--- config.mk ---
export PLATFORM = sky130hd
export DESIGN_NAME = mem_dev_end_flat
export DESIGN_NICKNAME = d
export VERILOG_FILES = /design/src/verilog/mem_if_pkg.sv /design/src/verilog/mem_bus_if.sv /design/src/verilog/mem_dev_end.sv /design/src/flat_wrapper.sv
export VERILOG_INCLUDE_DIRS = /design/src /design/src/verilog
export SDC_FILE = /design/constraint.sdc
export NUM_CORES = 1
export LEC_CHECK = 0
export BUFFER_PORTS_ARGS = -buffer_cell sky130_fd_sc_hd__buf_4
export CORE_UTILIZATION = 38
export DETAILED_ROUTE_END_ITERATION = 12
export PLACE_DENSITY = 0.6
export SYNTH_ARGS = -nofsm -noshare
export SYNTH_HDL_FRONTEND = slang
export SYNTH_SLANG_ARGS = --single-unit
--- constraint.sdc ---
create_clock -name clk_i -period 4.7 [get_ports clk_i]
set_clock_uncertainty 0.1 [all_clocks]
set_input_delay 0.94 -clock clk_i [delete_from_list [all_inputs] [get_ports clk_i]]
set_output_delay 0.94 -clock clk_i [all_outputs]
set_load 0.05 [all_outputs]
--- src/verilog/mem_if_regs.svh ---
// Timing counts and field constants for the module memory interface
`ifndef MEM_IF_REGS_SVH
`define MEM_IF_REGS_SVH
`define CLK_PERIOD_NS     5
`define COLD_RESET_MS     15
`define COLD_RESET_CYCLES ((`COLD_RESET_MS * 1000000) / `CLK_PERIOD_NS)
`define VECTOR_CYCLES     4
`define WB_DEPTH          4
`define BLOCK_WORDS       8
`define WORD_IDX_LSB      2
`define WORD_IDX_MSB      4
`define BIG_ENDIAN_BIT    0
`define IRQ_FPU_BIT       2
`endif

--- src/verilog/mem_if_pkg.sv ---
// Types used by the device end of the module memory interface
package mem_if_pkg;
	typedef logic [31:0] word_t;
	typedef logic [3:0]  par_t;
	typedef logic [2:0]  acc_t;
	typedef enum logic [3:0] {
		RST_HOLD   = 4'h1,
		RST_VECTOR = 4'h2,
		RST_RUN    = 4'h4,
		RST_IDLE   = 4'h8
	} rst_state_e;
	typedef enum logic [2:0] {
		RD_IDLE  = 3'h1,
		RD_WAIT  = 3'h2,
		RD_BURST = 3'h4
	} rd_state_e;
endpackage

--- src/verilog/mem_bus_if.sv ---
// Pins between the module and the memory controller
`timescale 1ns/10ps
interface mem_bus_if;
	logic [31:0] mem_addr_o;
	logic        mem_addr_oe;
	logic [31:0] mem_addr_in;
	logic [31:0] mem_data_o;
	logic        mem_data_oe;
	logic [31:0] mem_data_in;
	logic [3:0]  mem_parity_o;
	logic [3:0]  mem_parity_in;
	logic        mem_parity_valid;
	logic [2:0]  access_type;
	logic        write_buffer_full_n;
	logic        write_pending_n;
	logic        write_done_ack;
	logic        write_buffer_out_en_n;
	logic        read_addr_out_en_n;
	logic        read_addr_latch_en;
	logic        read_data_clk_en_n;
	logic        read_status_n;
	logic        mem_read_req_n;
	logic        read_busy_ack;
	logic        address_a;
	logic        dcache_addr_latch_oe_n;
	logic        refill_size_select_pin;
	logic        parity_error;
	modport dev (
		output mem_addr_o, mem_addr_oe, mem_data_o, mem_data_oe, mem_parity_o, access_type,
		output write_buffer_full_n, write_pending_n, read_status_n, mem_read_req_n,
		output address_a, parity_error,
		input  mem_addr_in, mem_data_in, mem_parity_in, mem_parity_valid, write_done_ack,
		input  write_buffer_out_en_n, read_addr_out_en_n, read_addr_latch_en,
		input  read_data_clk_en_n, read_busy_ack, dcache_addr_latch_oe_n,
		input  refill_size_select_pin
	);
	modport ctl (
		input  mem_addr_o, mem_addr_oe, mem_data_o, mem_data_oe, mem_parity_o, access_type,
		input  write_buffer_full_n, write_pending_n, read_status_n, mem_read_req_n,
		input  address_a, parity_error,
		output mem_addr_in, mem_data_in, mem_parity_in, mem_parity_valid, write_done_ack,
		output write_buffer_out_en_n, read_addr_out_en_n, read_addr_latch_en,
		output read_data_clk_en_n, read_busy_ack, dcache_addr_latch_oe_n,
		output refill_size_select_pin
	);
endinterface

--- src/verilog/mem_dev_end.sv ---
// Device end: write buffer, refill, reset sequencing, interrupts
`timescale 1ns/10ps
`include "mem_if_regs.svh"
module mem_dev_end #(
	parameter int unsigned COLD_CYCLES = `COLD_RESET_CYCLES
) (
	input  wire logic        clk_i,
	input  wire logic        nrst_i,
	mem_bus_if.dev           bus,
	input  wire logic        cold_reset_n_i,
	input  wire logic        warm_reset_n_i,
	input  wire logic [4:0]  user_irq_n_i,
	input  wire logic        float_unit_irq_n_i,
	input  wire logic        wr_valid_i,
	input  wire logic [31:0] wr_addr_i,
	input  wire logic [31:0] wr_data_i,
	input  wire logic [3:0]  wr_be_i,
	input  wire logic [2:0]  wr_type_i,
	input  wire logic        miss_i,
	input  wire logic        miss_icache_i,
	input  wire logic [31:0] miss_addr_i,
	output logic             wr_ready_o,
	output logic             stall_o,
	output logic             refill_valid_o,
	output logic      [31:0] refill_data_o,
	output logic      [2:0]  refill_index_o,
	output logic      [5:0]  cpu_irq_n_o,
	output logic             cpu_reset_n_o,
	output logic             cpu_reset_out_n_o,
	output logic             init_vector_valid_o,
	output logic      [3:0]  init_vector_o
);
	function automatic logic [3:0] byte_par(input logic [31:0] w);
		byte_par = {^w[31:24], ^w[23:16], ^w[15:8], ^w[7:0]};
	endfunction

	logic [31:0] wb_addr_reg [`WB_DEPTH];
	logic [31:0] wb_data_reg [`WB_DEPTH];
	logic [2:0]  wb_type_reg [`WB_DEPTH];
	logic [1:0]  head_reg;
	logic [1:0]  tail_reg;
	logic [2:0]  count_reg;
	logic [3:0]  hit;
	logic        merge;
	logic [1:0]  merge_idx;
	logic        push;
	logic        pop;
	logic [31:0] cmp_addr;
	logic [31:0] rd_addr_reg;
	logic [31:0] rd_data_reg;
	logic [3:0]  rd_par_reg;
	mem_if_pkg::rd_state_e  rd_state_reg;
	mem_if_pkg::rst_state_e rst_state_reg;
	logic [31:0] rst_cnt_reg;
	logic [4:0]  irq_meta_reg;
	logic [4:0]  irq_sync_reg;
	logic        block_reg;
	logic [2:0]  beat_reg;

	assign cmp_addr = miss_i ? miss_addr_i : wr_addr_i;
	always_comb begin
		merge     = 1'b0;
		merge_idx = 2'h0;
		for (int i = 0; i < `WB_DEPTH; i++) begin
			hit[i] = (3'(i) - {1'b0, head_reg}) % 3'h4 < count_reg
			         && wb_addr_reg[i][31:2] == cmp_addr[31:2];
			// merge only into entries not yet on the bus
			if (hit[i] && !(i == int'(head_reg) && !bus.write_buffer_out_en_n)) begin
				merge     = 1'b1;
				merge_idx = 2'(i);
			end
		end
	end

	// no new entry when full unless gathering
	assign wr_ready_o = (count_reg != 3'h4) || merge;
	assign push = wr_valid_i && !miss_i && !merge && count_reg != 3'h4;
	assign pop  = bus.write_done_ack && count_reg != 3'h0;

	always_ff @(posedge clk_i) begin
		if (wr_valid_i && !miss_i && merge) begin
			for (int b = 0; b < 4; b++)
				if (wr_be_i[b])
					wb_data_reg[merge_idx][b*8 +: 8] <= wr_data_i[b*8 +: 8];
		end else if (push) begin
			wb_addr_reg[tail_reg] <= wr_addr_i;
			wb_data_reg[tail_reg] <= wr_data_i;
			wb_type_reg[tail_reg] <= wr_type_i;
		end
	end

	always_ff @(posedge clk_i or negedge nrst_i) begin
		if (!nrst_i) begin
			head_reg  <= 2'h0;
			tail_reg  <= 2'h0;
			count_reg <= 3'h0;
		end else begin
			if (push)
				tail_reg <= tail_reg + 2'h1;
			if (pop)
				head_reg <= head_reg + 2'h1;
			count_reg <= count_reg + {2'h0, push} - {2'h0, pop};
		end
	end

	// outgoing parity generated, checked on bus
	always_ff @(posedge clk_i or negedge nrst_i) begin
		if (!nrst_i) begin
			bus.mem_addr_o          <= 32'h0;
			bus.mem_addr_oe         <= 1'b0;
			bus.mem_data_o          <= 32'h0;
			bus.mem_data_oe         <= 1'b0;
			bus.mem_parity_o        <= 4'h0;
			bus.access_type         <= 3'h0;
			bus.write_buffer_full_n <= 1'b1;
			bus.write_pending_n     <= 1'b1;
			bus.address_a           <= 1'b0;
			bus.parity_error        <= 1'b0;
		end else begin
			// write outputs gated by enable
			// Drop for one clock on retire so the old head is never offered twice
			bus.mem_data_oe <= !bus.write_buffer_out_en_n && count_reg != 3'h0 && !pop;
			bus.mem_data_o  <= wb_data_reg[head_reg];
			bus.mem_parity_o <= byte_par(wb_data_reg[head_reg]);
			// read address gated by its enable
			bus.mem_addr_oe <= (!bus.write_buffer_out_en_n && count_reg != 3'h0)
			                   || !bus.read_addr_out_en_n;
			bus.mem_addr_o  <= !bus.write_buffer_out_en_n ? wb_addr_reg[head_reg] : rd_addr_reg;
			bus.access_type <= !bus.write_buffer_out_en_n ? wb_type_reg[head_reg] : 3'h0;
			bus.write_buffer_full_n <= (count_reg + {2'h0, push} - {2'h0, pop}) != 3'h4;
			bus.write_pending_n <= (count_reg + {2'h0, push} - {2'h0, pop}) == 3'h0;
			bus.address_a <= |hit;
			bus.parity_error <= bus.mem_data_oe && byte_par(bus.mem_data_o) != bus.mem_parity_o;
		end
	end

	// hold read address unless latch enabled
	always_ff @(posedge clk_i or negedge nrst_i) begin
		if (!nrst_i)
			rd_addr_reg <= 32'h0;
		else if (bus.read_addr_latch_en)
			rd_addr_reg <= miss_addr_i;
	end

	// capture data only when clock enabled
	always_ff @(posedge clk_i or negedge nrst_i) begin
		if (!nrst_i) begin
			rd_data_reg <= 32'h0;
			rd_par_reg  <= 4'h0;
		end else if (!bus.read_data_clk_en_n) begin
			rd_data_reg <= bus.mem_data_in;
			rd_par_reg  <= bus.mem_parity_valid ? bus.mem_parity_in : byte_par(bus.mem_data_in);
		end
	end

	// read sequencer: request, stall, take words
	always_ff @(posedge clk_i or negedge nrst_i) begin
		if (!nrst_i) begin
			rd_state_reg       <= mem_if_pkg::RD_IDLE;
			bus.mem_read_req_n <= 1'b1;
			bus.read_status_n  <= 1'b1;
			stall_o            <= 1'b0;
			block_reg          <= 1'b0;
			beat_reg           <= 3'h0;
			refill_valid_o     <= 1'b0;
			refill_data_o      <= 32'h0;
			refill_index_o     <= 3'h0;
		end else begin
			refill_valid_o <= 1'b0;
			case (rd_state_reg)
				mem_if_pkg::RD_IDLE: begin
					if (miss_i) begin
						bus.mem_read_req_n <= 1'b0;
						bus.read_status_n  <= 1'b0;
						stall_o            <= 1'b1;
						rd_state_reg       <= mem_if_pkg::RD_WAIT;
					end
				end
				mem_if_pkg::RD_WAIT: begin
					if (bus.read_busy_ack) begin
						block_reg    <= miss_icache_i || bus.refill_size_select_pin;
						beat_reg     <= 3'h0;
						rd_state_reg <= mem_if_pkg::RD_BURST;
					end
				end
				mem_if_pkg::RD_BURST: begin
					if (!bus.read_data_clk_en_n) begin
						refill_valid_o <= 1'b1;
						refill_data_o  <= bus.mem_data_in;
						refill_index_o <= beat_reg;
						beat_reg       <= beat_reg + 3'h1;
						if (beat_reg == 3'h7 || !block_reg) begin
							bus.mem_read_req_n <= 1'b1;
							bus.read_status_n  <= 1'b1;
							stall_o            <= 1'b0;
							rd_state_reg       <= mem_if_pkg::RD_IDLE;
						end
					end
				end
				default: rd_state_reg <= mem_if_pkg::RD_IDLE;
			endcase
		end
	end

	// cold hold, then vectors; warm skips hold
	always_ff @(posedge clk_i or negedge nrst_i) begin
		if (!nrst_i) begin
			rst_state_reg       <= mem_if_pkg::RST_HOLD;
			rst_cnt_reg         <= 32'h0;
			cpu_reset_n_o       <= 1'b0;
			cpu_reset_out_n_o   <= 1'b0;
			init_vector_valid_o <= 1'b0;
			init_vector_o       <= 4'h0;
		end else if (!cold_reset_n_i) begin
			rst_state_reg       <= mem_if_pkg::RST_HOLD;
			rst_cnt_reg         <= 32'h0;
			cpu_reset_n_o       <= 1'b0;
			cpu_reset_out_n_o   <= 1'b0;
			init_vector_valid_o <= 1'b0;
		end else if (!warm_reset_n_i) begin
			rst_state_reg       <= mem_if_pkg::RST_VECTOR;
			rst_cnt_reg         <= 32'h0;
			cpu_reset_n_o       <= 1'b0;
			cpu_reset_out_n_o   <= 1'b0;
			init_vector_valid_o <= 1'b0;
		end else begin
			case (rst_state_reg)
				mem_if_pkg::RST_HOLD: begin
					rst_cnt_reg <= rst_cnt_reg + 32'h1;
					if (rst_cnt_reg == COLD_CYCLES - `VECTOR_CYCLES - 1) begin
						rst_cnt_reg   <= 32'h0;
						rst_state_reg <= mem_if_pkg::RST_VECTOR;
					end
				end
				mem_if_pkg::RST_VECTOR: begin
					init_vector_valid_o <= 1'b1;
					init_vector_o       <= 4'h1 << `BIG_ENDIAN_BIT;
					rst_cnt_reg         <= rst_cnt_reg + 32'h1;
					if (rst_cnt_reg == `VECTOR_CYCLES - 1)
						rst_state_reg <= mem_if_pkg::RST_RUN;
				end
				mem_if_pkg::RST_RUN: begin
					// release processor and buffered copy together
					init_vector_valid_o <= 1'b0;
					cpu_reset_n_o       <= 1'b1;
					cpu_reset_out_n_o   <= 1'b1;
					rst_state_reg       <= mem_if_pkg::RST_IDLE;
				end
				mem_if_pkg::RST_IDLE: begin
					cpu_reset_n_o     <= 1'b1;
					cpu_reset_out_n_o <= 1'b1;
				end
				default: rst_state_reg <= mem_if_pkg::RST_HOLD;
			endcase
		end
	end

	// user irqs two-stage sync, FPU one flop; FPU owns bit 2
	always_ff @(posedge clk_i or negedge nrst_i) begin
		if (!nrst_i) begin
			irq_meta_reg <= 5'h1F;
			irq_sync_reg <= 5'h1F;
			cpu_irq_n_o  <= 6'h3F;
		end else begin
			irq_meta_reg <= user_irq_n_i;
			irq_sync_reg <= irq_meta_reg;
			cpu_irq_n_o  <= {irq_sync_reg[4:2], float_unit_irq_n_i, irq_sync_reg[1:0]};
		end
	end
endmodule

--- src/flat_wrapper.sv ---
// flat-port wrapper written by rule: the top's interface ports become plain ports
module mem_dev_end_flat 
#(
	parameter int unsigned COLD_CYCLES = `COLD_RESET_CYCLES
)
  (clk_i, nrst_i, cold_reset_n_i, warm_reset_n_i, user_irq_n_i, float_unit_irq_n_i, wr_valid_i, wr_addr_i, wr_data_i, wr_be_i, wr_type_i, miss_i, miss_icache_i, miss_addr_i, wr_ready_o, stall_o, refill_valid_o, refill_data_o, refill_index_o, cpu_irq_n_o, cpu_reset_n_o, cpu_reset_out_n_o, init_vector_valid_o, init_vector_o, bus_mem_addr_o, bus_mem_addr_oe, bus_mem_data_o, bus_mem_data_oe, bus_mem_parity_o, bus_access_type, bus_write_buffer_full_n, bus_write_pending_n, bus_read_status_n, bus_mem_read_req_n, bus_address_a, bus_parity_error, bus_mem_addr_in, bus_mem_data_in, bus_mem_parity_in, bus_mem_parity_valid, bus_write_done_ack, bus_write_buffer_out_en_n, bus_read_addr_out_en_n, bus_read_addr_latch_en, bus_read_data_clk_en_n, bus_read_busy_ack, bus_dcache_addr_latch_oe_n, bus_refill_size_select_pin);
  mem_bus_if bus_i ();
  input  wire logic clk_i;
  input  wire logic nrst_i;
  input  wire logic cold_reset_n_i;
  input  wire logic warm_reset_n_i;
  input  wire logic [4:0] user_irq_n_i;
  input  wire logic float_unit_irq_n_i;
  input  wire logic wr_valid_i;
  input  wire logic [31:0] wr_addr_i;
  input  wire logic [31:0] wr_data_i;
  input  wire logic [3:0] wr_be_i;
  input  wire logic [2:0] wr_type_i;
  input  wire logic miss_i;
  input  wire logic miss_icache_i;
  input  wire logic [31:0] miss_addr_i;
  output logic wr_ready_o;
  output logic stall_o;
  output logic refill_valid_o;
  output logic      [31:0] refill_data_o;
  output logic      [2:0] refill_index_o;
  output logic      [5:0] cpu_irq_n_o;
  output logic cpu_reset_n_o;
  output logic cpu_reset_out_n_o;
  output logic init_vector_valid_o;
  output logic      [3:0] init_vector_o;
  output wire logic [$bits(bus_i.mem_addr_o)-1:0] bus_mem_addr_o;
  output wire logic [$bits(bus_i.mem_addr_oe)-1:0] bus_mem_addr_oe;
  output wire logic [$bits(bus_i.mem_data_o)-1:0] bus_mem_data_o;
  output wire logic [$bits(bus_i.mem_data_oe)-1:0] bus_mem_data_oe;
  output wire logic [$bits(bus_i.mem_parity_o)-1:0] bus_mem_parity_o;
  output wire logic [$bits(bus_i.access_type)-1:0] bus_access_type;
  output wire logic [$bits(bus_i.write_buffer_full_n)-1:0] bus_write_buffer_full_n;
  output wire logic [$bits(bus_i.write_pending_n)-1:0] bus_write_pending_n;
  output wire logic [$bits(bus_i.read_status_n)-1:0] bus_read_status_n;
  output wire logic [$bits(bus_i.mem_read_req_n)-1:0] bus_mem_read_req_n;
  output wire logic [$bits(bus_i.address_a)-1:0] bus_address_a;
  output wire logic [$bits(bus_i.parity_error)-1:0] bus_parity_error;
  input wire logic [$bits(bus_i.mem_addr_in)-1:0] bus_mem_addr_in;
  input wire logic [$bits(bus_i.mem_data_in)-1:0] bus_mem_data_in;
  input wire logic [$bits(bus_i.mem_parity_in)-1:0] bus_mem_parity_in;
  input wire logic [$bits(bus_i.mem_parity_valid)-1:0] bus_mem_parity_valid;
  input wire logic [$bits(bus_i.write_done_ack)-1:0] bus_write_done_ack;
  input wire logic [$bits(bus_i.write_buffer_out_en_n)-1:0] bus_write_buffer_out_en_n;
  input wire logic [$bits(bus_i.read_addr_out_en_n)-1:0] bus_read_addr_out_en_n;
  input wire logic [$bits(bus_i.read_addr_latch_en)-1:0] bus_read_addr_latch_en;
  input wire logic [$bits(bus_i.read_data_clk_en_n)-1:0] bus_read_data_clk_en_n;
  input wire logic [$bits(bus_i.read_busy_ack)-1:0] bus_read_busy_ack;
  input wire logic [$bits(bus_i.dcache_addr_latch_oe_n)-1:0] bus_dcache_addr_latch_oe_n;
  input wire logic [$bits(bus_i.refill_size_select_pin)-1:0] bus_refill_size_select_pin;
  assign bus_mem_addr_o = bus_i.mem_addr_o;
  assign bus_mem_addr_oe = bus_i.mem_addr_oe;
  assign bus_mem_data_o = bus_i.mem_data_o;
  assign bus_mem_data_oe = bus_i.mem_data_oe;
  assign bus_mem_parity_o = bus_i.mem_parity_o;
  assign bus_access_type = bus_i.access_type;
  assign bus_write_buffer_full_n = bus_i.write_buffer_full_n;
  assign bus_write_pending_n = bus_i.write_pending_n;
  assign bus_read_status_n = bus_i.read_status_n;
  assign bus_mem_read_req_n = bus_i.mem_read_req_n;
  assign bus_address_a = bus_i.address_a;
  assign bus_parity_error = bus_i.parity_error;
  assign bus_i.mem_addr_in = bus_mem_addr_in;
  assign bus_i.mem_data_in = bus_mem_data_in;
  assign bus_i.mem_parity_in = bus_mem_parity_in;
  assign bus_i.mem_parity_valid = bus_mem_parity_valid;
  assign bus_i.write_done_ack = bus_write_done_ack;
  assign bus_i.write_buffer_out_en_n = bus_write_buffer_out_en_n;
  assign bus_i.read_addr_out_en_n = bus_read_addr_out_en_n;
  assign bus_i.read_addr_latch_en = bus_read_addr_latch_en;
  assign bus_i.read_data_clk_en_n = bus_read_data_clk_en_n;
  assign bus_i.read_busy_ack = bus_read_busy_ack;
  assign bus_i.dcache_addr_latch_oe_n = bus_dcache_addr_latch_oe_n;
  assign bus_i.refill_size_select_pin = bus_refill_size_select_pin;
  mem_dev_end #(.COLD_CYCLES(COLD_CYCLES)) u_core (.clk_i(clk_i), .nrst_i(nrst_i), .bus(bus_i), .cold_reset_n_i(cold_reset_n_i), .warm_reset_n_i(warm_reset_n_i), .user_irq_n_i(user_irq_n_i), .float_unit_irq_n_i(float_unit_irq_n_i), .wr_valid_i(wr_valid_i), .wr_addr_i(wr_addr_i), .wr_data_i(wr_data_i), .wr_be_i(wr_be_i), .wr_type_i(wr_type_i), .miss_i(miss_i), .miss_icache_i(miss_icache_i), .miss_addr_i(miss_addr_i), .wr_ready_o(wr_ready_o), .stall_o(stall_o), .refill_valid_o(refill_valid_o), .refill_data_o(refill_data_o), .refill_index_o(refill_index_o), .cpu_irq_n_o(cpu_irq_n_o), .cpu_reset_n_o(cpu_reset_n_o), .cpu_reset_out_n_o(cpu_reset_out_n_o), .init_vector_valid_o(init_vector_valid_o), .init_vector_o(init_vector_o));
endmodule
-- Yosys cells after proc, flatten, opt, wreduce, memory -nomap -nowiden
Memory sizes are Yosys's and may differ from the RTL's.
Index checks and enable logic that the tools add are counted.
- register bits: 216
- bits in writable memories: 268
- input bits: 193
- output and inout port bits: 130
- word-level logic and storage cells: 196
- memories kept: 3
- memories (name ; depth ; bits a word ; read ports ; clocked after memory_dff ; write ports ; RTL line ; source):
    u_core.wb_addr_reg ; 4 ; 32 ; 5 ; 0 ; 1 ; mem_dev_end.sv:37 ; logic [31:0] wb_addr_reg [`WB_DEPTH];
    u_core.wb_data_reg ; 4 ; 32 ; 1 ; 0 ; 1 ; mem_dev_end.sv:38 ; logic [31:0] wb_data_reg [`WB_DEPTH];
    u_core.wb_type_reg ; 4 ; 3 ; 1 ; 0 ; 1 ; mem_dev_end.sv:39 ; logic [2:0] wb_type_reg [`WB_DEPTH];
- $add $sub $neg: 10
- $lt $le $gt $ge: 4
- equality and inequality tests: 30
- muxes and demuxes: 61
- bitwise logic cells: 1
- reductions and logical operators: 57
- operators with widths (cell ; number):
    $mux 32 ; 6
    $eq 30x30->1 ; 4
    $pmux 32 s2 ; 1
    $reduce_xor 8->1 ; 8
    $mux 1 ; 33
    $add 32x1->32 const B ; 1
    $eq 32x2->1 const B ; 1
    $eq 32x22->1 const B ; 1
    $reduce_or 32->1 ; 1
    $mux 3 ; 7
    $logic_and 1x1->1 ; 20
    $mux 4 ; 5
    $pmux 4 s4 ; 1
    $lt 2x3->1 ; 4
    $ne 3x3->1 const B ; 4
    $logic_not 1->1 ; 10
    $pmux 3 s3 ; 1
    $reduce_and 3->1 ; 3
    $ne 4x2->1 const B ; 2
    $ne 4x3->1 const B ; 2
    $reduce_and 4->1 ; 2
    $eq 3x3->1 const B ; 2
    $mux 2 ; 3
    $ne 2x2->1 const B ; 3
    27 further kinds ; 38

-- Longest topological paths before layout
Gate-level depths: netlist of the first run.
- word-level depth: 16
- mapped depth: 17
- gate-level depth less buffers: 13

-- Least setup slack after synthesis of the first run
No wires, ideal clock.
- kind: reg-to-output
- start point: reg u_core.head_reg[1]
- end point: out wr_ready_o
- arrival: 3795 ps
- required time: 3660 ps
- setup slack: -135 ps
- cell stages (with the launch flop): 15
- path buffers: 5
- cell sequence: dfrtp_1 > clkbuf_1 > clkbuf_1 > buf_1 > clkbuf_1 > inv_1 > ha_1 > a21oi_1 > nor2_1 > o21ai_0 > or4_1 > nor4_4 > nor3_2 > buf_4 > nand2_1
- longest elaborated chain between the ends: 9
- elaborated cells between the ends (all ways): 33
- those cells by class: add/sub (4); order compare (4); eq/ne (3); mux (4); reduce/logical (18)
- ends and longest elaborated chain (item ; RTL line ; source):
    start, declared ; mem_dev_end.sv:40 ; logic [1:0] head_reg;
    start signal, assigned ; mem_dev_end.sv:101 ; head_reg <= head_reg + 2'h1;
    $sub 1x2->2 / $logic_not 2->1 (equally long branches) ; mem_dev_end.sv:65, mem_dev_end.sv:68 ;
    $lt 2x3->1 / $logic_and 1x1->1 (equally long branches) ; mem_dev_end.sv:65, mem_dev_end.sv:68 ;
    $logic_and 1x1->1 / $logic_not 1->1 (equally long branches) ; mem_dev_end.sv:66, mem_dev_end.sv:68 ;
    $logic_and 1x1->1 ; mem_dev_end.sv:68 ; if (hit[i] && !(i == int'(head_reg) && !bus.write_buffer_out_en_n)) begin
    $mux 1 (3 in a row) ; mem_dev_end.sv:68 ;
    $mux 1 (*) ; mem_dev_end.sv:68 ;
    $logic_or 1x1->1 (*) ; mem_dev_end.sv:76 ; assign wr_ready_o = (count_reg != 3'h4) || merge;
    end, declared ; flat_wrapper.sv:22 ; output logic wr_ready_o;
Mark *: on every way between the ends. The rest lies on a longest branch, timed or not.

-- Worst setup path after layout of the first run
- start point: in miss_i
- end point: out wr_ready_o
- longest elaborated chain between the ends: 9
- elaborated cells between the ends (all ways): 18
- those cells by class: eq/ne (4); mux (5); reduce/logical (9)
- ends and longest elaborated chain (item ; RTL line ; source):
    start, declared ; flat_wrapper.sv:19 ; input wire logic miss_i;
    $mux 32 (*) ; mem_dev_end.sv:60 ; assign cmp_addr = miss_i ? miss_addr_i : wr_addr_i;
    $eq 30x30->1 ; mem_dev_end.sv:66 ; && wb_addr_reg[i][31:2] == cmp_addr[31:2];
    $logic_and 1x1->1 ; mem_dev_end.sv:66 ;
    $logic_and 1x1->1 ; mem_dev_end.sv:68 ;
    $mux 1 (3 in a row) ; mem_dev_end.sv:68 ;
    $mux 1 (*) ; mem_dev_end.sv:68 ;
    $logic_or 1x1->1 (*) ; mem_dev_end.sv:76 ;
Marks and branches as above.

==> results of run 1 <==
==> worst paths after layout <==
kind,slack (ns),from,end
worst max-delay path,0.14,miss_i,wr_ready_o
worst min-delay path,0.26,u_core.irq_sync_reg[2]$_DFF_PN1_,u_core.cpu_irq_n_o[3]$_DFF_PN1_
worst max register to register,0.91,u_core.head_reg[1]$_DFFE_PN0P_,u_core.wb_data_reg[1][26]$_DFFE_PP_
worst min register to register,0.26,u_core.irq_sync_reg[2]$_DFF_PN1_,u_core.cpu_irq_n_o[3]$_DFF_PN1_
max in group asynchronous,3.13,nrst_i,u_core.cpu_irq_n_o[2]$_DFF_PN1_
min in group asynchronous,0.31,nrst_i,u_core.bus.access_type[1]$_DFF_PN0_
==> layout make-up <==
type | count | area, um^2
Antenna cell | 1 | 2.50
Tap cell | 696 | 871
Multi-Input combinational cell | 747 | 6950
Clock buffer | 90 | 1660
Sequential cell | 484 | 13500
Timing Repair Buffer | 342 | 2660
Clock inverter | 11 | 164
Fill cell | 4654 | 27900
Inverter | 19 | 71.3
==> cells by family (layout without fill, tap and decap cells) <==
group	count (synthesis)	count (layout)	synth area share [%]
and+or+nand+nor	245	245	6.03
xor gates and xnor gates	201	201	8.51
adders and majority gates	18	18	1.12
other	1	4	0.0181
DFF	484	484	65.1
muxes	198	198	14.9
AOI/OAI and AO/OA	82	82	2.80
buffers and inverters	68	462	1.52
==> report_power, final <==
part           internal (mW)  leakage (nW)  switching (mW)
clock network           2.61         0.894            1.66
logic                   2.34          3.82            3.56
registers               5.26          5.06           0.438
total                   10.2          9.77            5.66
==> synthesized netlist by cell type (3+ instances only) <==
cell type	count	area, um^2
or3_1	3	18.8
o2111ai_1	3	26.3
o31ai_1	8	60.1
mux2i_2	20	275
a2bb2oi_2	4	60.1
buf_4	6	45.0
nor2_1	69	259
mux4_2	67	1510
nor4_1	34	213
nand2_1	45	169
ha_1	17	213
or4_1	5	37.5
buf_6	3	33.8
a21oi_1	14	70.1
and3_1	8	50.1
nor2b_1	3	18.8
dfrtp_1	195	4880
o21ai_0	31	155
xnor2_1	167	1460
and2_1	6	37.5
a31oi_1	6	37.5
and4_1	4	35.0
nor3_1	18	90.1
dfstp_2	21	552
mux2i_1	7	70.1
nand3_1	17	85.1
inv_1	19	71.3
nand2b_1	8	50.1
edfxtp_1	268	8050
clkbuf_1	25	93.8
buf_1	12	45.0
nand3b_1	3	22.5
xor2_1	34	298
mux2_2	99	1110
nand4_1	14	87.6
mux2i_4	5	113
==> metal layers <==
layer | up-vias | share of wire (%) | GRT usage (%)
met5 | - | 0.098 | 0
met4 | 8 | 3.2 | 6.89
met3 | 97 | 5.5 | 4.00
met2 | 340 | 49 | 30.1
met1 | 6035 | 43 | 22.8
li1 | 5521 | - | -
==> stage by stage <==
| stage | utilization [%] | setup slack (ns) | setup TNS [ns] | std cells | instance area, um^2 |
|---|---|---|---|---|---|
| floorplan | - | -0.00731 | -0.00731 | 1299 | 20700 |
| global placement | 44.6 | 0.0487 | 0 | 2287 | 24000 |
| detailed placement | 44.6 | -0.00199 | -0.00199 | 2287 | 24000 |
| CTS | 48.0 | 0.0194 | 0 | 2388 | 25800 |
| global route | 48.1 | 0.0136 | 0 | 2390 | 25900 |
| finish | 48.1 | 0.143 | 0 | 2390 | 25900 |
==> timing repair <==
item,4_1_cts,5_1_grt
hold buffers,0,0
endpoints found under the setup margin,0,1
buffers inserted,0,1
resized for setup,0,3
==> impl_metrics.json, run 1 <==
{
  "status": "finished, final reports clean",
  "grtUsageTotal_pct": 18.0,
  "core_um2": 53800,
  "rows": 85,
  "required_ns": 3.66,
  "max_stage_delay_ns": 0.62,
  "ir_worst_vdd_v": 0.000360,
  "drtIter0Drc": 592,
  "hold_violations": 0,
  "die-area_um2": 55400,
  "crit_type": "in -> out",
  "clk_pin_slew_ns": 0.06,
  "async_flop_share_pct": 44.6,
  "fmax_mhz": 219,
  "ys_ff_latch": 484,
  "gp_congestion": 0.846,
  "wl_per_cell_um": 20.5,
  "p_leak_nw": 9.77,
  "cpMaxStageDelayCell": "or4_1",
  "wirelength_mm": 49.1,
  "cp-end-kind": "primary output",
  "cts_sinks": 484,
  "rr_worst_depth": 11,
  "crit_path_cell_trace": "buf_4 -> buf_12 -> mux2i_2 -> xor2_1 -> o21ai_0 -> or4_1 -> nor4_4 -> nor3_2 -> nand2_2 -> buf_4",
  "antenna_found_initial": 5,
  "synth_edf_count": 268,
  "layout_commonest_cell": "buf_4",
  "hpwl_mm": 34.3,
  "ant_nets": 0,
  "cts_max_path_buffers": 3,
  "cts_buffers": 54,
  "hold_class": "reg -> reg",
  "cap_violations": 0,
  "rsz0062_at_grt": "false",
  "path_buf_inv": 3,
  "ys_types": 58,
  "slew_headroom_pct": 29.6,
  "synthFlopType": "edfxtp_1",
  "critPathTopFamily": "simple AND/OR/NAND/NOR gates",
  "cp_max_fo": 8,
  "period_minus_slack_ns": 4.56,
  "clock_tree.root_cell": "clkbuf_16",
  "grt_pass1_vias": 12800,
  "drc": 0,
  "grt_overflow_total": 0,
  "yosys_warnings": 0,
  "syn_area_per_cell_um2": 16.0,
  "vias_per_cell": 5.02,
  "chipHeight_um": 235,
  "cts_max_level": 2,
  "slew_viol_final": 0,
  "crit_cells": 10,
  "syn_inst": 1297,
  "total_power_mw": 15.9,
  "finalSetupViolations": 0,
  "boundaryPins": 323,
  "via_count": 12000,
  "start_kind": "input port",
  "port_buffers": 281,
  "synth-seq-area-share_pct": 65.1,
  "fin_crit_sh_pct": 97.0,
  "min_path_cells": 0,
  "grt_max_degree": 113,
  "layout.nets": 1859,
  "grt_pass1_wl_mm": 76.0,
  "crit_arrival_ns": 3.52,
  "clk_latency_ns": 0.59,
  "fin_hold_ws_ns": 0.255,
  "final_cell_mix": "buf_4, edfxtp_1, dfrtp_1",
  "start_util_pct": 38.5,
  "die_x_um": 235,
  "critical_path.most_common_cell": "buf_4",
  "area_growth_pct": 25.0,
  "power_density_nw_per_um2": 614,
  "tightestPinTransition_ns": 1.05,
  "syn_area_um2": 20700,
  "drt_pass1_iterations": 5,
  "drive_above_1_share_pct": 38.9,
  "cts_tree": "yes"
}
Note: power is estimated with default switching activity, not from simulation.
==> inputs of run 2 (changes only) <==
- CTS_CLUSTER_DIAMETER: not set -> 30
- PLACE_DENSITY: 0.6 -> 0.58
- clock period: 4.7 -> 4.5 ns (I/O delays scaled with it)
==> impl_metrics.json, run 2 (synthesized netlist as in run 1, its figures left out) <==
{
  "comb_power_share_pct": 31.2,
  "crit_arrival_ns": 3.41,
  "boundaryPins": 323,
  "power_density_nw_per_um2": 714,
  "cts_buffers": 104,
  "hold_class": "reg -> reg",
  "drc": 0,
  "wirelength_mm": 49.9,
  "cp_max_fo": 8,
  "wl_per_cell_um": 20.1,
  "fmax_mhz": 227,
  "period_minus_slack_ns": 4.41,
  "pwr-share-clk_pct": 38.8,
  "vias_per_cell": 4.96,
  "p_sw_share_pct": 33.1,
  "cts_sinks": 484,
  "grtUsageTotal_pct": 18.3,
  "layout_commonest_cell": "buf_4",
  "p_leak_nw": 10.7,
  "port_buffers": 281,
  "grt_max_degree": 118,
  "core_um2": 53800,
  "fin_crit_sh_pct": 97.9,
  "cpMaxStageDelayCell": "a2111oi_4",
  "finalSetupViolations": 0,
  "via_count": 12300,
  "tightestPinTransition_ns": 1.14,
  "drtIter0Drc": 719,
  "p_int_mw": 13.2,
  "switchingPower_mw": 6.55,
  "cp-end-kind": "primary output",
  "numPlacedInstances": 2287,
  "cap_violations": 0,
  "tns_ns": 0,
  "clk_pin_slew_ns": 0.05,
  "start_kind": "input port",
  "chipHeight_um": 235,
  "num-fill-cells": 4503,
  "grt_overflow_total": 0,
  "die-area_um2": 55400,
  "layout.nets": 1908,
  "final_util_pct": 51.5,
  "hold_violations": 0,
  "cts_max_level": 3,
  "hpwl_mm": 33.9,
  "cts_hold_buf": 0,
  "drive_above_1_share_pct": 42.1,
  "slew_viol_final": 0,
  "grt_pass1_wl_mm": 76.7,
  "ant_nets": 0,
  "rows": 85,
  "cts_max_path_buffers": 3,
  "antenna_found_initial": 6,
  "start_util_pct": 38.5,
  "slew_headroom_pct": 23.3,
  "die_x_um": 235,
  "clock_tree.root_cell": "clkbuf_16",
  "clk_latency_ns": 0.64,
  "ir_worst_vdd_v": 0.000464,
  "drt_pass1_iterations": 5,
  "total_power_mw": 19.8,
  "max_stage_delay_ns": 0.54,
  "crit_path_cell_trace": "buf_4 -> buf_12 -> mux2i_4 -> xnor2_1 -> nor4_1 -> o2111ai_1 -> a2111oi_4 -> nor2_1 -> nand2_2 -> buf_4",
  "finalNonFillerCells": 2488,
  "seq_power_share_pct": 30.0,
  "gp_congestion": 0.825,
  "critical_path.most_common_cell": "buf_4",
  "crit_type": "in -> out",
  "final_cell_mix": "buf_4, edfxtp_1, dfrtp_1",
  "area_growth_pct": 33.8,
  "cts_tree": "yes",
  "grt_pass1_vias": 13200,
  "status": "finished, final reports clean",
  "rsz0062_at_grt": "false",
  "required_ns": 3.50
}
## run 2: cell types whose count changed in the layout (fill, tap and decap cells not counted), sizes merged
cell	change
clkbuf	+49
clkinv	+29
bufinv	+8
clkinvlp	+6
inv	+5
diode	+2
buf	-1
## run 2: routing by layer
layer / share of wire (%) / vias up / track usage, %
met1: 41 / 6171 / 22.4
met3: 6.4 / 84 / 4.87
met2: 50 / 401 / 30.9
li1: - / 5678 / -
met5: 0.094 / - / 0
met4: 2.4 / 6 / 6.99
## run 2: per-stage QoR
step	setup slack [ns]	hold slack, ns	area (um^2)
2_1_floorplan	-0.0414	0.245	20700
3_3_place_gp	0.0613	0.246	24000
3_5_place_dp	0.0175	0.247	24000
4_1_cts	0.0245	0.228	27700
5_1_grt	0.000814	0.248	27700
6_report	0.0943	0.245	27700
## run 2: power groups by stage
| stage | combinational (mW) | clock, mW | sequential (mW) |
|---|---|---|---|
| floorplan | 2.78 | 0 | 7.53 |
| global placement | 6.24 | 0 | 5.99 |
| detailed placement | 6.24 | 0 | 6.02 |
| CTS | 6.27 | 7.82 | 5.95 |
| global route | 6.55 | 8.06 | 6.02 |
| finish | 6.16 | 7.68 | 5.94 |
## run 2: worst paths after layout
kind                                                        from                                    to  slack, ns  cells after the start
worst max-delay path                                      miss_i                            wr_ready_o       0.09                     10
worst min-delay path            u_core.irq_meta_reg[1]$_DFF_PN1_      u_core.irq_sync_reg[1]$_DFF_PN1_       0.24                      0
worst max register to register    u_core.head_reg[0]$_DFFE_PN0P_   u_core.wb_data_reg[1][21]$_DFFE_PP_       0.74                     11
worst min register to register  u_core.irq_meta_reg[1]$_DFF_PN1_      u_core.irq_sync_reg[1]$_DFF_PN1_       0.24                      0
max in group asynchronous                                 nrst_i    u_core.rd_state_reg[0]$_DFFE_PN1P_       3.02                      2
min in group asynchronous                                 nrst_i  u_core.refill_data_o[29]$_DFFE_PN0P_       0.27                      1
## run 2: layout make-up
cell class              instances  area, um^2  share of cell area, %
multi-input cells             747        6950                   25.1
diodes                          3        7.51                 0.0271
clock inverters                59         698                   2.52
well taps                     696         871                   3.14
flip-flops and latches        484       13500                   48.7
clock buffers                 139        2950                   10.6
inverters                      19        71.3                  0.257
repair buffers                341        2670                   9.63
## run 2: timing repair
action / 4_1_cts / 5_1_grt
buffers inserted: 0 / 0
resized for setup: 0 / 2
endpoints found under the setup margin: 0 / 1
## run 2: worst max-delay path, delay by kind of cell
kind	cells	cell delay, ns
compound gates	2	0.87
simple gates	3	0.63
buf+inv	3	0.53
mux	1	0.32
xor+xnor	1	0.12
